### src/core/nsoc_pkg.sv
// constants and types of the negative sequence overcurrent timer
// ----------------------------------------------------------------------
// ----------------------------------------------------------------------
package nsoc_pkg;

  // ----------------------------------------------------------------------
  // register map, word indices on the plain register port
  // ----------------------------------------------------------------------
  localparam logic [3:0] REG_OPER   = 4'h0;
  localparam logic [3:0] REG_LEVEL  = 4'h1;
  localparam logic [3:0] REG_TMS    = 4'h2;
  localparam logic [3:0] REG_MINDLY = 4'h3;
  localparam logic [3:0] REG_DEFDLY = 4'h4;
  localparam logic [3:0] REG_RSTDLY = 4'h5;
  localparam logic [3:0] REG_STATUS = 4'h6;
  localparam logic [3:0] REG_MEAS   = 4'h7;

  // ----------------------------------------------------------------------
  // setting ranges and reset values
  // ----------------------------------------------------------------------
  localparam logic [15:0] LEVEL_MIN   = 16'h000a;  // 10 %
  localparam logic [15:0] LEVEL_MAX   = 16'h03e8;  // 1000 %
  localparam logic [15:0] LEVEL_RST   = 16'h0032;  // 50 %
  localparam logic [15:0] TMS_MIN     = 16'h0005;  // 0.05 in hundredths
  localparam logic [15:0] TMS_MAX     = 16'h05dc;  // 15.00
  localparam logic [15:0] TMS_RST     = 16'h0064;  // 1.00
  localparam logic [15:0] DLY_MIN     = 16'h0028;  // 40 ms
  localparam logic [15:0] RSTDLY_MIN  = 16'h003c;  // 60 ms
  localparam logic [15:0] DLY_MAX     = 16'hea60;  // 60000 ms
  localparam logic [15:0] DLY_RST     = 16'h0064;  // 100 ms

  // ----------------------------------------------------------------------
  // timing
  // ----------------------------------------------------------------------
  localparam int CLK_PERIOD_NS = 50;
  localparam int TICK_TIME_NS  = 1000000;
  localparam int TICK_CYCLES   = TICK_TIME_NS / CLK_PERIOD_NS;
  localparam logic [31:0] PCT_SCALE = 32'h00000064;  // hundredths per unit

  // ratio breakpoints in tenths of the start level
  localparam int NUM_BANDS = 8;
  localparam logic [7:0] BAND_TENTHS [NUM_BANDS] = '{
    8'h0b, 8'h0f, 8'h14, 8'h1e, 8'h32, 8'h46, 8'h64, 8'hc8};
  localparam logic [23:0] TENTHS = 24'h00000a;

  // ----------------------------------------------------------------------
  // operation selector codes
  // ----------------------------------------------------------------------
  typedef enum logic [3:0] {
    OP_OFF          = 4'h0,
    OP_FIXED_DELAY  = 4'h1,
    OP_IEC_INV      = 4'h2,
    OP_IEC_VINV     = 4'h3,
    OP_IEC_EINV     = 4'h4,
    OP_IEC_LINV     = 4'h5,
    OP_ANSI_INV     = 4'h6,
    OP_ANSI_MINV    = 4'h7,
    OP_ANSI_VINV    = 4'h8,
    OP_ANSI_EINV    = 4'h9,
    OP_ANSI_LINV    = 4'ha,
    OP_ANSI_LVINV   = 4'hb,
    OP_ANSI_LEINV   = 4'hc
  } nsoc_oper_t;

  localparam logic [3:0] OP_LAST = 4'hc;

  typedef enum logic [3:0] {
    ST_IDLE = 4'b0001,
    ST_RUN  = 4'b0010,
    ST_HOLD = 4'b0100,
    ST_TRIP = 4'b1000
  } nsoc_state_t;

endpackage : nsoc_pkg

### src/core/nsoc_ms_tick.sv
// one millisecond timebase pulse generator
`timescale 1ns/1ps
module nsoc_ms_tick
  import nsoc_pkg::*;
#(
  parameter int CYCLES = 20000
) (
  input  wire logic clk,    // system clock
  input  wire logic rst,    // synchronous reset, active high
  output logic      tick    // one-cycle pulse every CYCLES clocks
);

  logic [31:0] count;
  logic [31:0] next_count;
  logic        next_tick;

  always_comb begin
    next_tick  = 1'b0;
    next_count = count + 32'h00000001;
    if (count >= 32'(CYCLES - 1)) begin
      next_count = 32'h00000000;
      next_tick  = 1'b1;
    end
  end

  always_ff @(posedge clk) begin
    if (rst) begin
      count <= 32'h00000000;
      tick  <= 1'b0;
    end else begin
      count <= next_count;
      tick  <= next_tick;
    end
  end

endmodule : nsoc_ms_tick

### src/core/nsoc_timer.sv
// negative sequence overcurrent start and trip timer
`timescale 1ns/1ps
module nsoc_timer
  import nsoc_pkg::*;
#(
  parameter int MS_CYCLES = TICK_CYCLES
) (
  input  wire logic        REF_CLK,                  // system clock
  input  wire logic        RST,                      // sync reset, high
  input  wire logic [15:0] NEG_SEQ_FUNDAMENTAL_MAG,  // magnitude in %
  input  wire logic        FUNCTION_BLOCK_INPUT,     // user block, high
  input  wire logic [3:0]  REG_ADDR,                 // register index
  input  wire logic [15:0] REG_WDATA,                // write data
  input  wire logic        REG_WR,                   // write strobe
  input  wire logic        REG_RD,                   // read strobe
  output logic      [15:0] REG_RDATA,                // read data, next cycle
  output logic             GENERAL_START_OUT,        // general start
  output logic             GENERAL_TRIP_OUT          // general trip
);

  // ----------------------------------------------------------------------
  // base operate times in ms at multiplier 1.00, per curve and ratio band
  // ----------------------------------------------------------------------
  localparam logic [20:0] CURVE_MS [88] = '{
    21'd73374,  21'd17194,  21'd10029, 21'd6301,
    21'd4280,   21'd3527,   21'd2971,  21'd2268,
    21'd135000, 21'd27000,  21'd13500, 21'd6750,
    21'd3375,   21'd2250,   21'd1500,  21'd711,
    21'd380952, 21'd64000,  21'd26667, 21'd10000,
    21'd3333,   21'd1667,   21'd808,   21'd201,
    21'd1200000, 21'd240000, 21'd120000, 21'd60000,
    21'd30000,  21'd20000,  21'd13333, 21'd6316,
    21'd4526,   21'd1075,   21'd635,   21'd406,
    21'd281,    21'd235,    21'd201,   21'd158,
    21'd27106,  21'd6439,   21'd3803,  21'd2432,
    21'd1688,   21'd1411,   21'd1207,  21'd948,
    21'd93871,  21'd16179,  21'd7028,  21'd2942,
    21'd1308,   21'd900,    21'd689,   21'd540,
    21'd134408, 21'd22682,  21'd9522,  21'd3647,
    21'd1297,   21'd709,    21'd407,   21'd192,
    21'd45256,  21'd10748,  21'd6346,  21'd4056,
    21'd2814,   21'd2351,   21'd2010,  21'd1578,
    21'd136664, 21'd23552,  21'd10229, 21'd4281,
    21'd1902,   21'd1307,   21'd1000,  21'd784,
    21'd305350, 21'd51506,  21'd21607, 21'd8259,
    21'd2920,   21'd1585,   21'd897,   21'd411
  };

  localparam logic [24:0] ELAPSED_MAX = 25'h1ffffff;
  localparam logic [24:0] ONE_MS      = 25'h0000001;
  localparam logic [15:0] HOLD_ONE    = 16'h0001;

  // ----------------------------------------------------------------------
  // clamp of a written setting into its range
  // ----------------------------------------------------------------------
  function automatic logic [15:0] clamp16(input logic [15:0] val,
                                          input logic [15:0] lo,
                                          input logic [15:0] hi);
    logic [15:0] res;
    res = val;
    if (val < lo) begin
      res = lo;
    end else if (val > hi) begin
      res = hi;
    end
    return res;
  endfunction : clamp16

  // ----------------------------------------------------------------------
  // settings
  // ----------------------------------------------------------------------
  logic [3:0]  operation_curve_select;
  logic [15:0] start_level_percent;
  logic [15:0] inverse_time_multiplier;
  logic [15:0] inverse_min_delay_ms;
  logic [15:0] definite_delay_ms;
  logic [15:0] inverse_reset_delay_ms;
  logic [3:0]  next_oper;
  logic [15:0] next_level;
  logic [15:0] next_tms;
  logic [15:0] next_mindly;
  logic [15:0] next_defdly;
  logic [15:0] next_rstdly;
  logic [15:0] next_rdata;

  // unknown selector codes are refused so the timer never sees them
  always_comb begin
    next_oper   = operation_curve_select;
    next_level  = start_level_percent;
    next_tms    = inverse_time_multiplier;
    next_mindly = inverse_min_delay_ms;
    next_defdly = definite_delay_ms;
    next_rstdly = inverse_reset_delay_ms;
    if (REG_WR) begin
      unique case (REG_ADDR)
        REG_OPER: begin
          if (REG_WDATA[3:0] <= OP_LAST) begin
            next_oper = REG_WDATA[3:0];
          end
        end
        REG_LEVEL: begin
          next_level = clamp16(REG_WDATA, LEVEL_MIN, LEVEL_MAX);
        end
        REG_TMS: begin
          next_tms = clamp16(REG_WDATA, TMS_MIN, TMS_MAX);
        end
        REG_MINDLY: begin
          next_mindly = clamp16(REG_WDATA, DLY_MIN, DLY_MAX);
        end
        REG_DEFDLY: begin
          next_defdly = clamp16(REG_WDATA, DLY_MIN, DLY_MAX);
        end
        REG_RSTDLY: begin
          next_rstdly = clamp16(REG_WDATA, RSTDLY_MIN, DLY_MAX);
        end
        default: begin
        end
      endcase
    end
  end

  always_ff @(posedge REF_CLK) begin
    if (RST) begin
      operation_curve_select  <= OP_OFF;
      start_level_percent     <= LEVEL_RST;
      inverse_time_multiplier <= TMS_RST;
      inverse_min_delay_ms    <= DLY_RST;
      definite_delay_ms       <= DLY_RST;
      inverse_reset_delay_ms  <= DLY_RST;
    end else begin
      operation_curve_select  <= next_oper;
      start_level_percent     <= next_level;
      inverse_time_multiplier <= next_tms;
      inverse_min_delay_ms    <= next_mindly;
      definite_delay_ms       <= next_defdly;
      inverse_reset_delay_ms  <= next_rstdly;
    end
  end

  // ----------------------------------------------------------------------
  // timebase
  // ----------------------------------------------------------------------
  logic ms_tick;

  nsoc_ms_tick #(
    .CYCLES (MS_CYCLES)
  ) u_tick (
    .clk  (REF_CLK),
    .rst  (RST),
    .tick (ms_tick)
  );

  // ----------------------------------------------------------------------
  // level comparison and ratio band
  // ----------------------------------------------------------------------
  logic                 active;
  logic                 start_cond;
  logic                 is_fixed;
  logic [NUM_BANDS-1:0] band_hit;
  logic [2:0]           band;
  logic [3:0]           curve_idx;
  logic [20:0]          base_ms;
  logic [23:0]          mag_tenths;

  // off or blocked leaves nothing running
  assign active   = (operation_curve_select != OP_OFF)
                    && !FUNCTION_BLOCK_INPUT;
  assign is_fixed = (operation_curve_select == OP_FIXED_DELAY);
  assign start_cond = active
                      && (NEG_SEQ_FUNDAMENTAL_MAG > start_level_percent);
  assign mag_tenths = {8'h00, NEG_SEQ_FUNDAMENTAL_MAG} * TENTHS;

  genvar gi;
  generate
    for (gi = 0; gi < NUM_BANDS; gi++) begin : g_band
      assign band_hit[gi] = mag_tenths >=
        ({8'h00, start_level_percent} * {16'h0000, BAND_TENTHS[gi]});
    end
  endgenerate

  // band 0 also covers 1.0..1.1, so operation above 1.0 is certain
  always_comb begin
    band = 3'h0;
    for (int i = 1; i < NUM_BANDS; i++) begin
      if (band_hit[i]) begin
        band = 3'(i);
      end
    end
  end

  assign curve_idx = operation_curve_select - OP_IEC_INV;
  assign base_ms   = CURVE_MS[7'({curve_idx, band})];

  // ----------------------------------------------------------------------
  // operate timing
  // ----------------------------------------------------------------------
  nsoc_state_t state;
  nsoc_state_t next_state;
  logic [24:0] elapsed;
  logic [24:0] next_elapsed;
  logic [15:0] hold_ms;
  logic [15:0] next_hold_ms;
  logic [31:0] elapsed_pct;
  logic [31:0] target_pct;
  logic        delay_done;
  logic        internal_start_flag;
  logic        internal_trip_flag;

  // compare scaled by 100 rather than divide the multiplier product
  assign elapsed_pct = {7'h00, elapsed} * PCT_SCALE;
  assign target_pct  = {11'h000, base_ms} * {16'h0000,
                                             inverse_time_multiplier};

  always_comb begin
    if (is_fixed) begin
      delay_done = elapsed >= {9'h000, definite_delay_ms};
    end else begin
      delay_done = (elapsed >= {9'h000, inverse_min_delay_ms})
                   && (elapsed_pct >= target_pct);
    end
  end

  always_comb begin
    next_state   = state;
    next_elapsed = elapsed;
    next_hold_ms = hold_ms;
    unique case (state)
      ST_IDLE: begin
        next_elapsed = '0;
        next_hold_ms = '0;
        if (start_cond) begin
          next_state = ST_RUN;
        end
      end
      ST_RUN: begin
        if (!active) begin
          next_state = ST_IDLE;
        end else if (!start_cond) begin
          next_hold_ms = '0;
          next_state   = is_fixed ? ST_IDLE : ST_HOLD;
        end else if (delay_done) begin
          next_state = ST_TRIP;
        end else if (ms_tick && elapsed != ELAPSED_MAX) begin
          next_elapsed = elapsed + ONE_MS;
        end
      end
      ST_HOLD: begin
        // inverse timing is kept for the reset delay, then forgotten
        if (!active) begin
          next_state = ST_IDLE;
        end else if (start_cond) begin
          next_state = ST_RUN;
        end else if (hold_ms >= inverse_reset_delay_ms) begin
          next_state = ST_IDLE;
        end else if (ms_tick) begin
          next_hold_ms = hold_ms + HOLD_ONE;
        end
      end
      ST_TRIP: begin
        if (!start_cond) begin
          next_state = ST_IDLE;
        end
      end
      default: begin
        next_state = ST_IDLE;
      end
    endcase
  end

  always_ff @(posedge REF_CLK) begin
    if (RST) begin
      state   <= ST_IDLE;
      elapsed <= '0;
      hold_ms <= '0;
    end else begin
      state   <= next_state;
      elapsed <= next_elapsed;
      hold_ms <= next_hold_ms;
    end
  end

  // ----------------------------------------------------------------------
  // decision logic
  // ----------------------------------------------------------------------
  assign internal_start_flag = start_cond;
  assign internal_trip_flag  = start_cond
                               && (next_state == ST_TRIP);

  always_ff @(posedge REF_CLK) begin
    if (RST) begin
      GENERAL_START_OUT <= 1'b0;
      GENERAL_TRIP_OUT  <= 1'b0;
    end else begin
      GENERAL_START_OUT <= internal_start_flag;
      GENERAL_TRIP_OUT  <= internal_trip_flag;
    end
  end

  // ----------------------------------------------------------------------
  // register read port
  // ----------------------------------------------------------------------
  always_comb begin
    next_rdata = 16'h0000;
    if (REG_RD) begin
      unique case (REG_ADDR)
        REG_OPER:   next_rdata = {12'h000, operation_curve_select};
        REG_LEVEL:  next_rdata = start_level_percent;
        REG_TMS:    next_rdata = inverse_time_multiplier;
        REG_MINDLY: next_rdata = inverse_min_delay_ms;
        REG_DEFDLY: next_rdata = definite_delay_ms;
        REG_RSTDLY: next_rdata = inverse_reset_delay_ms;
        REG_STATUS: next_rdata = {4'h0, state, 1'b0, band, 1'b0,
                                  FUNCTION_BLOCK_INPUT,
                                  GENERAL_TRIP_OUT, GENERAL_START_OUT};
        REG_MEAS:   next_rdata = NEG_SEQ_FUNDAMENTAL_MAG;
        default:    next_rdata = 16'h0000;
      endcase
    end
  end

  always_ff @(posedge REF_CLK) begin
    if (RST) begin
      REG_RDATA <= 16'h0000;
    end else begin
      REG_RDATA <= next_rdata;
    end
  end

endmodule : nsoc_timer

### config.mk
export PLATFORM = sky130hd
export DESIGN_NAME = nsoc_timer
export DESIGN_NICKNAME = d
export VERILOG_FILES = /design/src/core/nsoc_pkg.sv /design/src/core/nsoc_ms_tick.sv /design/src/core/nsoc_timer.sv
export SDC_FILE = /design/constraint.sdc
export NUM_CORES = 2
export LEC_CHECK = 0
export ABC_AREA = 1
export BUFFER_PORTS_ARGS = -buffer_cell sky130_fd_sc_hd__buf_2
export CAP_MARGIN = 5
export CORE_UTILIZATION = 25
export CTS_BUF_LIST = sky130_fd_sc_hd__clkbuf_8
export CTS_CLUSTER_DIAMETER = 200
export DETAILED_ROUTE_END_ITERATION = 8
export SKIP_LAST_GASP = 1
export SLEW_MARGIN = 25
export SYNTH_ARGS = -nofsm -noshare
export SYNTH_HDL_FRONTEND = slang
export SYNTH_HIERARCHICAL = 1
export SYNTH_SLANG_ARGS = --single-unit
export TNS_END_PERCENT = 5
### constraint.sdc
create_clock -name REF_CLK -period 19.7 [get_ports REF_CLK]
set_input_delay 1.97 -clock REF_CLK [delete_from_list [all_inputs] [get_ports REF_CLK]]
set_output_delay 1.97 -clock REF_CLK [all_outputs]
set_load 0.05 [all_outputs]
==> impl_metrics.csv <==
group,metric,value,unit
worst_setup_path,slowest_delay,730,ps
clocking,cts_made_buffers,17,
routing,ant_nets,0,
timing,fmax,56.7,MHz
logic_synthesis,ys_types,68,
global_route,antenna_found_initial,12,
logic_synthesis,synth-seq-cells,180,
placed_design,dp_hpwl,92400,um
worst_setup_path,crit_arrival,18020,ps
cells_and_area,nNetsFinal,5545,
power,power,2.28,mW
global_route,grt_pass1_wl,176000,um
placed_design,gp_congestion,0.938,
timing,maxSlewHeadroom,25.4,%
timing,rsz0062_at_grt,"false",
clocking,ctsLongestPathBuffers,2,
logic_synthesis,netlist_instances,4590,
timing,setup_viol,0,
placed_design,dp.cells,6354,
worst_setup_path,crit_required,20070,ps
die,initial_core_util,25.3,%
global_route,grt_max_degree,61,
clocking,path_clk_slew,110,ps
die,rows,133,
worst_setup_path,cp_slowest_cell,"xor2_1",
timing,slew_viol_final,0,
logic_synthesis,synth_edf_count,0,
clocking,cts_resized,0,
power,p_leak,18.2,nW
timing,layout_min_cycle_time,17650,ps
logic_synthesis,synth-main-ff-cell,"dfxtp_1",
placed_design,port_buffers,58,
routing,wl,112000,um
power,p_int,1.07,mW
power,power-per-cell-area,63.0,mW/mm^2
die,fp.dieArea,0.135,sq mm
logic_synthesis,yosysWarnings,6,
timing,fin_skew,35.5,ps
flow_run,maxCapViolCount,0,
clocking,clock_latency,520,ps
cells_and_area,layout_commonest_cell,"inv_1",
cells_and_area,fillers,14500,
hold_path,hold_path.class,"reg2reg",
worst_setup_path,timing.critical_path.mode_cell,"nand2_1",
power,switching_power,1.20,mW
global_route,gr-total-overflow,0,
routing,dr.pass1.iters,8,
timing,min_period_over_period,89.6,%
routing,route.detailed.drc,0,
timing,tightest_slew,1120,ps
global_route,grtUsageTotal,16.6,%
cells_and_area,mostFrequentLayoutCells,"930 x inv_1, 769 x nand2_1, 568 x ha_1",
timing,setup-tns-final,0,ps
worst_setup_path,cp-start-kind,"primary input",
clocking,cts_max_level,4,
die,die_w,367,um
power,combPwrFrac,72.1,%
power,p_clk_share,11.3,%
worst_setup_path,critPathBufInv,9,
worst_setup_path,crit_type,"in2reg",
die,die_h,367,um
clocking,clock-root-buffer,"clkbuf_8",
clocking,cts_num_sinks,180,
routing,num_vias,30700,
routing,wl_per_cell,17.6,um
die,io_pins,59,
placed_design,place_ws,1850,ps
cells_and_area,fin_util,27.4,%
logic_synthesis,ys_seq_area_share,10.8,%
worst_setup_path,crit_fanout,27,
logic_synthesis,avgSynthCellArea,7.26,sq um
worst_setup_path,critPathTopFamily,"simple AND/OR/NAND/NOR gates",
clocking,postCtsSetupRepairBufs,0,
logic_synthesis,async_reset_ff_share,0,%
power,switching_share,52.9,%
power,p_seq_share,16.6,%
worst_setup_path,endpoint_kind,"register",
clocking,postCtsHoldBufs,0,
status,status,"finished, final reports clean",
clocking,cts_tree,"yes",
die,core,0.132,sq mm
routing,drt-vias-per-instance,4.80,
timing,finalHoldViolations,0,
cells_and_area,area_growth,8.48,%
routing,drt_iter0_drc,2383,
global_route,grt_pass1_vias,30400,
cells_and_area,stdcell_count,6388,
logic_synthesis,mappedNetlistArea,0.0333,sq mm
timing,fin_ws,2050,ps
cells_and_area,drive_above_1_share,4.49,%
power,vdd_drop_max,0.0000719,V
final cells by class:
type	instances	area, sq um	share of cell area, %
Antenna cell	2	5.00	0.0138
Clock buffer	17	234	0.647
Clock inverter	15	161	0.446
Inverter	949	3560	9.86
Multi-Input combinational cell	3378	25800	71.5
Sequential cell	180	3600	9.97
Tap cell	1755	2200	6.07
Timing Repair Buffer	92	546	1.51
flip-flops by register name, summed over array words and instances (netlist names):
| register | flops |
|---|---|
| GENERAL_TRIP_OUT | 1 |
| u_tick/tick | 1 |
| GENERAL_START_OUT | 1 |
| elapsed | 25 |
| u_tick/count | 32 |
| inverse_reset_delay_ms | 16 |
| inverse_time_multiplier | 16 |
| start_level_percent | 16 |
| state | 4 |
| hold_ms | 16 |
| operation_curve_select | 4 |
| REG_RDATA | 16 |
| definite_delay_ms | 16 |
| inverse_min_delay_ms | 16 |
cells in the mapped netlist (all sizes together), types with 2 or more instances:
library cell	count	area [sq um]
or4	2	15.0
buf	19	106
xor2	94	823
o31ai	7	52.6
a21oi	364	1860
a22oi	2	20.0
clkbuf	80	300
fa	318	6370
a31oi	25	156
nand4	61	388
nor3	58	305
a21o	9	67.6
a32o	2	20.0
xnor2	63	552
or2	17	106
o221ai	6	52.6
o21a	5	37.5
o221a	2	22.5
ha	568	7110
a211oi	18	135
o32ai	3	26.3
a221oi	14	123
a2111oi	5	43.8
o211ai	9	67.6
nor3b	3	27.5
nand3	241	1230
dfxtp	180	3600
nor4	15	93.8
and2	4	25.0
nand2	787	3010
a21boi	4	30.0
o2111ai	6	52.6
clkinv	10	37.5
o22ai	32	200
nand3b	9	67.6
nor2	416	1600
o21bai	18	139
inv	939	3530
o21ai	166	846
per-layer routing:
layer	track usage, %	share of wire, %	wire length, um
met2	26.7	45	50000
met3	2.60	7.0	7900
met4	4.94	3.1	3420
met5	0	0.019	21
met1	22.8	45	50800
tightest hold or removal path: stages (launching register included):
cell	delay, ps
dfxtp_1	320
nand2_1	60
a21oi_1	50
logic make-up (layout without fill, tap and decap cells):
group	after synthesis	count (layout)	share of synthesized area [%]
AND/OR/NAND/NOR	1614	1614	20.6
flip-flops	180	180	10.8
buffers and inverters	1048	1073	11.9
XOR/XNOR	157	157	4.13
adder cells (fa/ha/maj)	886	886	40.4
other	1	19	0.0113
AO/OA/AOI/OAI	704	704	12.1
power groups by stage:
stage / Combinational (mW) / Sequential [mW] / Clock [mW]
floorplan: 1.22 / 0.383 / 0
finish: 1.64 / 0.377 / 0.257
global route: 1.91 / 0.378 / 0.280
CTS: 1.65 / 0.377 / 0.265
detailed placement: 1.62 / 0.385 / 0
global placement: 1.61 / 0.385 / 0
through the flow:
stage	hold WS [ps]	instance area, sq um
detailed placement	451	35800
finish	468	36200
global placement	443	35800
floorplan	430	33400
CTS	471	36100
global route	506	36200
path summary, 6_finish.rpt:
kind                              start                          to  slack (ps)  cells after the start
max          NEG_SEQ_FUNDAMENTAL_MAG[1]                  elapsed[3]        2050                     78
max reg2reg      start_level_percent[7]                  elapsed[3]        2300                     75
min reg2reg  inverse_reset_delay_ms[14]  inverse_reset_delay_ms[14]         470                      2
min          inverse_reset_delay_ms[14]  inverse_reset_delay_ms[14]         470                      2
(Power assumes the default switching activity.)
